## src/design/urxr_pkg.sv

```systemverilog
// Notes on behaviour
// - data read advances buffer to next frame
// - complete flag set while unread data exist
// - disable flushes buffer, aborts reception, clears flag
// - interrupt requested while flag set and enabled
// - error flags buffered, write-protected, no interrupt
// - frame error shows first stop bit
// - overrun when buffer full, shifter full, start
// - overrun cleared on successful buffer transfer
// - parity check only when upper mode bit
// - parity error stored per frame, zero when off
// - disabled receiver releases the pin
// - sixteen or eight samples per bit
// - falling edge starts detection, sample one
// - start voted on centre samples, reject noise
// - baud timing resynchronised on every start
// - sample states numbered per bit
// - bit value by three-sample majority
// - recover through first stop bit only
// - centre samples eight to ten or four to six
// - new start accepted right after stop vote
// - first stop bit moves frame to buffer
// - unused upper data bits read zero
package urxr_pkg;
   //----------------------------------------------------------
   // register map
   //----------------------------------------------------------
   localparam logic [3:0] URXR_ADDR_DATA   = 4'h0;   // serial_data_reg
   localparam logic [3:0] URXR_ADDR_STATUS = 4'h1;   // serial_status_reg
   localparam logic [3:0] URXR_ADDR_CTRL_B = 4'h2;   // serial_control_reg_b
   localparam logic [3:0] URXR_ADDR_CTRL_C = 4'h3;   // frame format
   // status bits
   localparam int URXR_ST_RXC  = 7;
   localparam int URXR_ST_FE   = 4;
   localparam int URXR_ST_DOR  = 3;
   localparam int URXR_ST_UPE  = 2;
   localparam int URXR_ST_U2X  = 1;
   // control b bits
   localparam int URXR_CB_RXCIE = 7;
   localparam int URXR_CB_RXEN  = 4;
   localparam int URXR_CB_SZ2   = 2;
   localparam int URXR_CB_RXB8  = 1;
   localparam int URXR_CB_TXB8  = 0;
   // control c bits
   localparam int URXR_CC_PMHI = 5;
   localparam int URXR_CC_PMLO = 4;
   localparam int URXR_CC_SBS  = 3;
   localparam int URXR_CC_SZHI = 2;
   localparam int URXR_CC_SZLO = 1;
   // reset values
   localparam logic [7:0] URXR_CTRL_B_RST = 8'h00;
   localparam logic [7:0] URXR_CTRL_C_RST = 8'h06;
   localparam logic [2:0] URXR_SZ_NINE    = 3'h7;
   // sampling
   localparam logic [3:0] URXR_SPB_NORM  = 4'hf;   // last state, 16 per bit
   localparam logic [3:0] URXR_SPB_DBL   = 4'h7;   // last state, 8 per bit
   localparam logic [3:0] URXR_VOTE_NORM = 4'h8;   // first voted sample
   localparam logic [3:0] URXR_VOTE_DBL  = 4'h4;
   localparam logic [3:0] URXR_CNT_ONE   = 4'h1;
   localparam logic [3:0] URXR_CNT_ZERO  = 4'h0;
   localparam logic [3:0] URXR_BIT_ZERO  = 4'h0;
   localparam int         URXR_DEPTH     = 2;
   // baud tick: 50 MHz / (16 * 115200) default, keeps frames short
   localparam int URXR_CLK_HZ  = 50000000;
   localparam int URXR_BAUD    = 115200;
   localparam int URXR_TICK_DIV = URXR_CLK_HZ / (16 * URXR_BAUD);
endpackage

```

## src/design/urxr_vote.sv

```systemverilog
`timescale 1ns/10ps
// three-sample majority voter with sample-number window
module urxr_vote
   import urxr_pkg::*;
(
   input  wire logic       clk,
   input  wire logic       reset,
   input  wire logic       clr,          // restart of a bit window
   input  wire logic       smp,          // sample strobe
   input  wire logic [3:0] num,          // sample number in bit
   input  wire logic [3:0] first,        // first voted sample
   input  wire logic       line,         // sampled line level
   output logic            bit_val       // majority so far
);
   logic [1:0] ones_r;                   // high samples seen in window
   logic       hit;                      // current sample is a high centre sample

   // the deciding sample is counted in the same cycle as the decision
   assign hit = smp && num >= first && num <= first + 4'h2 && line;

   //----------------------------------------------------------
   // counting of high centre samples
   //----------------------------------------------------------
   always_ff @(posedge clk) begin
      if (reset || clr) begin
         ones_r <= 2'b00;
      end else if (hit) begin
         ones_r <= ones_r + 2'b01;
      end
   end

   // two or three high gives one
   assign bit_val = ones_r[1] || (ones_r[0] && hit);
endmodule

```

## src/design/urxr_top.sv

```systemverilog
`timescale 1ns/10ps
// receiver with avalon slave, oversampling, two-entry buffer
module urxr_top
   import urxr_pkg::*;
(
   input  wire logic        clk,
   input  wire logic        reset,
   input  wire logic [3:0]  address,
   input  wire logic        read,
   input  wire logic        write,
   input  wire logic [31:0] writedata,
   output logic      [31:0] readdata,
   output logic             waitrequest,
   input  wire logic        serial_rx_pin,
   output logic             rx_pin_override,
   output logic             rx_complete_irq
);
   //----------------------------------------------------------
   // declarations
   //----------------------------------------------------------
   typedef enum logic [1:0] {URXR_IDLE, URXR_START, URXR_DATA} urxr_state_t;
   urxr_state_t  state_r;                 // recovery state
   logic [7:0]   ctrl_b_r;                // control b
   logic [7:0]   ctrl_c_r;                // frame format
   logic         u2x_r;                   // double speed
   logic [15:0]  div_r;                   // tick divider
   logic         tick;                    // 16x baud tick
   logic         half_r;                  // halves tick in double mode
   logic         smp;                     // oversample strobe
   logic         line_r;                  // sampled line
   logic         prev_r;                  // previous sample
   logic [3:0]   cnt_r;                   // sample number minus one
   logic [3:0]   bit_r;                   // bit index in frame
   logic [8:0]   shf_r;                   // data shifter
   logic         par_r;                   // received parity bit
   logic         pchk_r;                  // parity check at frame
   logic         pend_r;                  // complete frame waits in shifter
   logic         pfe_r;                   // pending stop error
   logic         ppe_r;                   // pending parity error
   logic         dor_r;                   // overrun to store with next frame
   logic [11:0]  mem_r [URXR_DEPTH];      // buffer entries
   logic         wp_r;                    // write pointer
   logic         rp_r;                    // read pointer
   logic [1:0]   cnt_buf_r;               // entries held
   logic         vote;                    // majority result
   logic         vclr;                    // voter restart
   logic         rx_en;                   // receiver enable
   logic         ack_r;                   // one-cycle bus answer
   logic         rd_data;                 // data read taken
   logic [3:0]   last_s;                  // last sample state
   logic [3:0]   first_s;                 // first voted sample
   logic [3:0]   nbits;                   // data bits
   logic [2:0]   sz;                      // char_size_sel
   logic         pen;                     // parity_mode_hi
   logic         push;                    // frame into buffer
   logic         vote_end;                // last voted sample
   logic [11:0]  head;                    // entry at read pointer

   // data bits per size code
   function automatic logic [3:0] size_bits(input logic [2:0] code);
      case (code)
         3'h0:    size_bits = 4'h5;
         3'h1:    size_bits = 4'h6;
         3'h2:    size_bits = 4'h7;
         3'h7:    size_bits = 4'h9;
         default: size_bits = 4'h8;
      endcase
   endfunction

   assign sz       = {ctrl_b_r[URXR_CB_SZ2], ctrl_c_r[URXR_CC_SZHI], ctrl_c_r[URXR_CC_SZLO]};
   assign nbits    = size_bits(sz);
   assign pen      = ctrl_c_r[URXR_CC_PMHI];
   assign rx_en    = ctrl_b_r[URXR_CB_RXEN];
   assign last_s   = u2x_r ? URXR_SPB_DBL : URXR_SPB_NORM;
   assign first_s  = u2x_r ? URXR_VOTE_DBL : URXR_VOTE_NORM;
   assign vote_end = smp && (cnt_r + URXR_CNT_ONE) == first_s + 4'h2;
   assign head     = mem_r[rp_r];
   assign rx_pin_override = rx_en;

   //----------------------------------------------------------
   // oversample tick, 16x or 8x baud
   //----------------------------------------------------------
   always_ff @(posedge clk) begin
      if (reset || div_r == 16'(URXR_TICK_DIV - 1)) begin
         div_r <= 16'h0000;
      end else begin
         div_r <= div_r + 16'h0001;
      end
   end
   assign tick = (div_r == 16'(URXR_TICK_DIV - 1));

   always_ff @(posedge clk) begin
      if (reset) begin
         half_r <= 1'b0;
      end else if (tick) begin
         half_r <= ~half_r;
      end
   end
   // double speed halves the sample count per bit
   assign smp = tick && (~u2x_r || half_r);

   //----------------------------------------------------------
   // line sampling on ticks
   //----------------------------------------------------------
   always_ff @(posedge clk) begin
      if (reset) begin
         line_r <= 1'b1;
         prev_r <= 1'b1;
      end else if (smp) begin
         prev_r <= line_r;
         line_r <= serial_rx_pin;
      end
   end

   //----------------------------------------------------------
   // voter instance
   //----------------------------------------------------------
   assign vclr = ~rx_en || (smp && cnt_r == last_s) || state_r == URXR_IDLE;
   urxr_vote u_vote (
      .clk     (clk),
      .reset   (reset),
      .clr     (vclr),
      .smp     (smp),
      .num     (cnt_r + URXR_CNT_ONE),
      .first   (first_s),
      .line    (serial_rx_pin),
      .bit_val (vote)
   );

   //----------------------------------------------------------
   // clock and data recovery
   //----------------------------------------------------------
   always_ff @(posedge clk) begin
      if (reset || ~rx_en) begin
         state_r <= URXR_IDLE;
         cnt_r   <= URXR_CNT_ZERO;
         bit_r   <= URXR_BIT_ZERO;
         shf_r   <= 9'h000;
         par_r   <= 1'b0;
      end else if (smp) begin
         case (state_r)
            URXR_IDLE: begin
               // falling edge: this sample is number one
               if (line_r && ~serial_rx_pin) begin
                  state_r <= URXR_START;
                  cnt_r   <= URXR_CNT_ONE;
               end
            end
            URXR_START: begin
               cnt_r <= cnt_r + URXR_CNT_ONE;
               if ((cnt_r + URXR_CNT_ONE) == first_s + 4'h2) begin
                  // two or more high rejects as noise
                  if (vote) begin
                     state_r <= URXR_IDLE;
                  end
               end else if (cnt_r == last_s) begin
                  state_r <= URXR_DATA;
                  cnt_r   <= URXR_CNT_ZERO;
                  bit_r   <= URXR_BIT_ZERO;
               end
            end
            URXR_DATA: begin
               cnt_r <= (cnt_r == last_s) ? URXR_CNT_ZERO : cnt_r + URXR_CNT_ONE;
               if (vote_end) begin
                  if (bit_r < nbits) begin
                     shf_r[bit_r] <= vote;
                  end else if (pen && bit_r == nbits) begin
                     par_r <= vote;
                  end
                  if (bit_r == nbits + (pen ? 4'h1 : 4'h0)) begin
                     state_r <= URXR_IDLE;
                  end
                  bit_r <= bit_r + 4'h1;
               end
            end
            default: state_r <= URXR_IDLE;
         endcase
      end
   end

   // stop bit vote completes the frame
   assign push = rx_en && smp && state_r == URXR_DATA && vote_end
                 && bit_r == nbits + (pen ? 4'h1 : 4'h0);

   //----------------------------------------------------------
   // shifter holding, overrun detection
   //----------------------------------------------------------
   always_ff @(posedge clk) begin
      if (reset || ~rx_en) begin
         pend_r <= 1'b0;
         pfe_r  <= 1'b0;
         ppe_r  <= 1'b0;
         dor_r  <= 1'b0;
         pchk_r <= 1'b0;
      end else begin
         if (push) begin
            pend_r <= 1'b1;
            pfe_r  <= ~vote;
            pchk_r <= pen;
            ppe_r  <= pen && ((^(shf_r & ((9'h001 << nbits) - 9'h001)))
                      ^ par_r ^ ctrl_c_r[URXR_CC_PMLO]);
         end else if (pend_r && cnt_buf_r < 2'(URXR_DEPTH)) begin
            pend_r <= 1'b0;
            dor_r  <= 1'b0;
         end
         // buffer full, shifter full, new start: lose it
         if (pend_r && cnt_buf_r == 2'(URXR_DEPTH) && smp
             && state_r == URXR_IDLE && line_r && ~serial_rx_pin) begin
            dor_r  <= 1'b1;
            pend_r <= 1'b0;
         end
      end
   end

   //----------------------------------------------------------
   // two-entry receive buffer
   //----------------------------------------------------------
   assign rd_data = read && ack_r && address == URXR_ADDR_DATA;
   always_ff @(posedge clk) begin
      if (reset || ~rx_en) begin
         wp_r      <= 1'b0;
         rp_r      <= 1'b0;
         cnt_buf_r <= 2'b00;
      end else begin
         if (pend_r && cnt_buf_r < 2'(URXR_DEPTH) && ~push) begin
            // entry: {pe, dor, fe, ninth, data}
            mem_r[wp_r] <= {ppe_r & pchk_r, dor_r, pfe_r, shf_r};
            wp_r        <= ~wp_r;
         end
         if (rd_data && cnt_buf_r != 2'b00) begin
            rp_r <= ~rp_r;
         end
         cnt_buf_r <= cnt_buf_r
                    + 2'(pend_r && cnt_buf_r < 2'(URXR_DEPTH) && ~push)
                    - 2'(rd_data && cnt_buf_r != 2'b00);
      end
   end

   assign rx_complete_irq = ctrl_b_r[URXR_CB_RXCIE] && cnt_buf_r != 2'b00;

   //----------------------------------------------------------
   // registers written by software
   //----------------------------------------------------------
   always_ff @(posedge clk) begin
      if (reset) begin
         ctrl_b_r <= URXR_CTRL_B_RST;
         ctrl_c_r <= URXR_CTRL_C_RST;
         u2x_r    <= 1'b0;
      end else if (write && ack_r) begin
         case (address)
            // error bits cannot be written
            URXR_ADDR_STATUS: u2x_r <= writedata[URXR_ST_U2X];
            URXR_ADDR_CTRL_B: ctrl_b_r <= {writedata[7:2], 1'b0, writedata[0]};
            URXR_ADDR_CTRL_C: ctrl_c_r <= writedata[7:0];
            default: ;
         endcase
      end
   end

   //----------------------------------------------------------
   // bus answer: one wait cycle
   //----------------------------------------------------------
   always_ff @(posedge clk) begin
      if (reset || ack_r) begin
         ack_r <= 1'b0;
      end else begin
         ack_r <= read || write;
      end
   end
   assign waitrequest = (read || write) && ~ack_r;

   always_ff @(posedge clk) begin
      if (reset) begin
         readdata <= 32'h0000_0000;
      end else if (read && ~ack_r) begin
         case (address)
            // narrower sizes read upper bits as zero
            URXR_ADDR_DATA:   readdata <= {24'h00_0000,
                                 head[7:0] & ((8'h01 << nbits) - 8'h01) | {8{nbits > 4'h7}} & head[7:0]};
            URXR_ADDR_STATUS: readdata <= {24'h00_0000, cnt_buf_r != 2'b00, 2'b00,
                                 head[9] & (cnt_buf_r != 2'b00), head[10] & (cnt_buf_r != 2'b00),
                                 head[11] & (cnt_buf_r != 2'b00), u2x_r, 1'b0};
            URXR_ADDR_CTRL_B: readdata <= {24'h00_0000, ctrl_b_r[7:2],
                                 head[8] & (sz == URXR_SZ_NINE), ctrl_b_r[0]};
            URXR_ADDR_CTRL_C: readdata <= {24'h00_0000, ctrl_c_r};
            default:          readdata <= 32'h0000_0000;
         endcase
      end
   end
endmodule

```

## config.mk

```make
export PLATFORM = sky130hd
export DESIGN_NAME = urxr_top
export DESIGN_NICKNAME = d
export VERILOG_FILES = /design/src/design/urxr_pkg.sv /design/src/design/urxr_vote.sv /design/src/design/urxr_top.sv
export SDC_FILE = /design/constraint.sdc
export NUM_CORES = 1
export LEC_CHECK = 0
export BUFFER_PORTS_ARGS = -buffer_cell sky130_fd_sc_hd__buf_2
export CAP_MARGIN = 10
export CORE_MARGIN = 2
export CORE_UTILIZATION = 55
export CTS_CLUSTER_SIZE = 8
export DETAILED_ROUTE_END_ITERATION = 10
export PLACE_DENSITY = 0.84
export SLEW_MARGIN = 10
export SYNTH_ARGS = -nofsm -noshare
export SYNTH_HDL_FRONTEND = slang
export SYNTH_SLANG_ARGS = --single-unit
```

## constraint.sdc

```tcl
create_clock -name clk -period 8.1 [get_ports clk]
set_input_delay 0.405 -clock clk [delete_from_list [all_inputs] [get_ports clk]]
set_output_delay 0.405 -clock clk [all_outputs]
set_load 0.05 [all_outputs]
```

==> impl_metrics.tcl <==
set metrics [dict create \
    n_antenna_cell 0 \
    antenna_found_initial 0 \
    worstHoldStart "writedata[6]" \
    timing.fmax_ghz 0.267 \
    yosysTopAreaCell "dfxtp_1" \
    fin_util_pct 59.5 \
    clk_path_buf_depth 2 \
    numCtsBuffers 9 \
    die_area_sq_um 10100 \
    whs_path_depth 3 \
    ys_ff_latch 99 \
    drive_gt1_share_pct 10.8 \
    path_cells "ha_1 -> xnor2_1 -> inv_1 -> ha_1 -> and4_1 -> nand4_4 -> or4b_4 -> nand2_1 -> ha_1 -> inv_1 -> ha_1 -> xor2_1 -> xnor2_1 -> nor2_1" \
    cts_resized 0 \
    crit_path_frequent_cell "ha_1" \
    rsz0062_at_grt "no" \
    postSynthCellCount 532 \
    clk_pin_slew_ns 0.12 \
    die_w_um 101 \
    die_y_um 101 \
    vdd_drop_max_uv 124 \
    worstSkewPairLatency_ns 0.38 \
    wl_per_cell_um 15.5 \
    slowest_stage "or4b_4" \
    slew_viol_final 0 \
    drv_cap 0 \
    fin_crit_ns 3.74 \
    antenna_left 0 \
    drc 0 \
    start_util_pct 56.2 \
    syn_area_sq_um 5150 \
    worstSetupPathType "register to register" \
    synth_top_area_share_pct 29.2 \
    critical_path_arrival_ns 3.96 \
    cts_setup_buffers 0 \
    grt_pass1_vias 3822 \
    ys.flop_type "dfxtp_1" \
    final_cell_area_sq_um 5450 \
    hp-class "primary input to register" \
    hold_ws_ns 0.264 \
    setup_viol 0 \
    cts_hold_buf 0 \
    relSlewSlack_pct 20.9 \
    numPortBuffers 27 \
    postRouteWirelength_um 10300 \
    rows 35 \
    place.detailed.hpwl_um 7590 \
    power_w 0.000882 \
    syn_area_per_cell_sq_um 9.67 \
    cts_tree "done" \
    status "completed" \
    final_hold_viol_count 0 \
    cts-root-buf "clkbuf_8" \
    synth_edf_count 24 \
    rr_startpoint "cnt_r[0]" \
    start_kind "register" \
    yosysWarnings 0 \
    placed_area_sq_um 5250 \
    viasPerCell 5.75 \
    synthArstFlopShare_pct 0 \
    fin_tns_setup_ns 0 \
    io_pins 76 \
    cts_max_level 3 \
    worstReg2RegEnd "cnt_buf_r[1]" \
    gp_congestion 0.893 \
    syn_to_final_growth_pct 5.81 \
    min_to "ctrl_c_r[6]" \
    track_usage_pct 22.2 \
    r2r_slack_ns 4.36 \
    core_sq_um 9150 \
    drt_iter0_markers 270 \
    critPathMaxFanout 7 \
    num_vias 3823 \
    grt_max_degree 31 \
    synth_cell_type_count 61 \
    slowest_delay_ns 0.62 \
    clock_skew_ns 0.0192 \
    required_ns 8.32 \
    powerDensity_nw_per_um2 162 \
    ys_top_cells_by_area "dfxtp_1, edfxtp_1, ha_1" \
    grt_pass1_wl_um 17900 \
    grt-ovfl-total 0 \
    p_leak_nw 2.15 \
    yosysSeqAreaShare_pct 43.2 \
    tightest_slew_ns 1.17 \
    crit_path_end_kind "register" \
    clock_sinks 99 \
    nets 614 \
    rr_worst_depth 14 \
    post-route-period-util_pct 46.2 \
    drt-pass1-iter-count 5 \
]
critical path, delay by kind of cell (launching register included):
family	cells	cell delay [ns]
XOR/XNOR	3	0.60
AND/OR/NAND/NOR	5	1.46
flip-flops	1	0.39
adder cells (fa/ha/maj)	4	0.98
buffers and inverters	2	0.14
layout by cell type, fill, tap and decap left out, drive strengths merged, types with 5 or more instances in the layout:
cell,instances
o21a,5
clkbuf,9
nand2,23
nand2b,9
nand3,18
xor2,19
inv,21
nor3,18
xnor2,14
conb,26
o21ai,13
a21oi,17
nand4,7
a31oi,11
mux2i,30
ha,24
dfxtp,75
a211oi,6
and2,6
mux2,6
buf,29
nor2,71
edfxtp,24
a311oi,10
kinds of logic after synthesis:
family,Yosys count,share of synthesized area [%]
multiplexers,36,7.15
flip-flops,99,43.2
AND/OR/NAND/NOR,180,18.1
XOR/XNOR,35,6.49
buffers and inverters,64,6.52
AO/OA/AOI/OAI,91,12.4
adder cells (fa/ha/maj),25,6.03
other,2,0.146
how the worst max path moves through the flow:
stage                     start           end  slack [ns]
finish                 cnt_r[0]  cnt_buf_r[1]        4.36
floorplan           ctrl_b_r[2]   mem_r[0][0]        4.65
CTS                    cnt_r[0]  cnt_buf_r[1]        4.35
global placement       cnt_r[0]  cnt_buf_r[1]        4.53
global route           cnt_r[0]  cnt_buf_r[1]        4.11
detailed placement     cnt_r[0]  cnt_buf_r[1]        4.36
sequential cells by signal (all words and copies together), names as in the netlist, 2 cells and up, named ones only:
name / flops
bit_r: 4
cnt_buf_r: 2
cnt_r: 4
ctrl_b_r: 7
ctrl_c_r: 8
div_r: 16
mem_r: 24
readdata: 8
shf_r: 9
state_r: 2
u_vote.ones_r: 2
cells in the mapped netlist, drive strengths merged, types with 4 or more instances:
master,instances
xor2,19
nor2b,4
a21oi,17
a31oi,11
mux2i,30
nor4b,4
nand2b,9
xnor2,14
nand4,7
clkbuf,18
dfxtp,75
o211ai,4
mux2,6
and2,6
inv,16
buf,29
nand3,18
a311oi,10
nor3,18
ha,24
o21a,5
nor2,71
a22oi,4
nand2,23
edfxtp,24
o21ai,13
a211oi,6
metal layers:
metal	vias to the layer above	GRT usage (%)	wire length [um]
met2	99	38.3	5120
met3	15	3.95	457
met4	0	9.69	229
li1	1893	-	-
met1	1816	27.3	4530
met5	-	0	0
per-stage QoR:
stage | setup WS, ns | std cells
2_1_floorplan | 4.65 | 556
3_3_place_gp | 4.53 | 649
3_5_place_dp | 4.36 | 649
4_1_cts | 4.35 | 665
5_1_grt | 4.11 | 665
6_report | 4.36 | 665
where the power goes:
part	internal, W	total [W]	switching [W]
registers	0.000507	0.000510	0.00000347
clock network	0.000120	0.000309	0.000188
logic	0.0000129	0.0000636	0.0000507
total	0.000640	0.000882	0.000242
layout make-up:
| cell class | count | area, sq um |
|---|---|---|
| clock buffer | 9 | 124 |
| clock inverter | 7 | 67.6 |
| fill | 793 | 3710 |
| inverter | 17 | 63.8 |
| multi-input combinational | 393 | 2680 |
| sequential | 99 | 2220 |
| tap | 111 | 139 |
| timing repair buffer | 29 | 150 |
(Power assumes the default switching activity.)
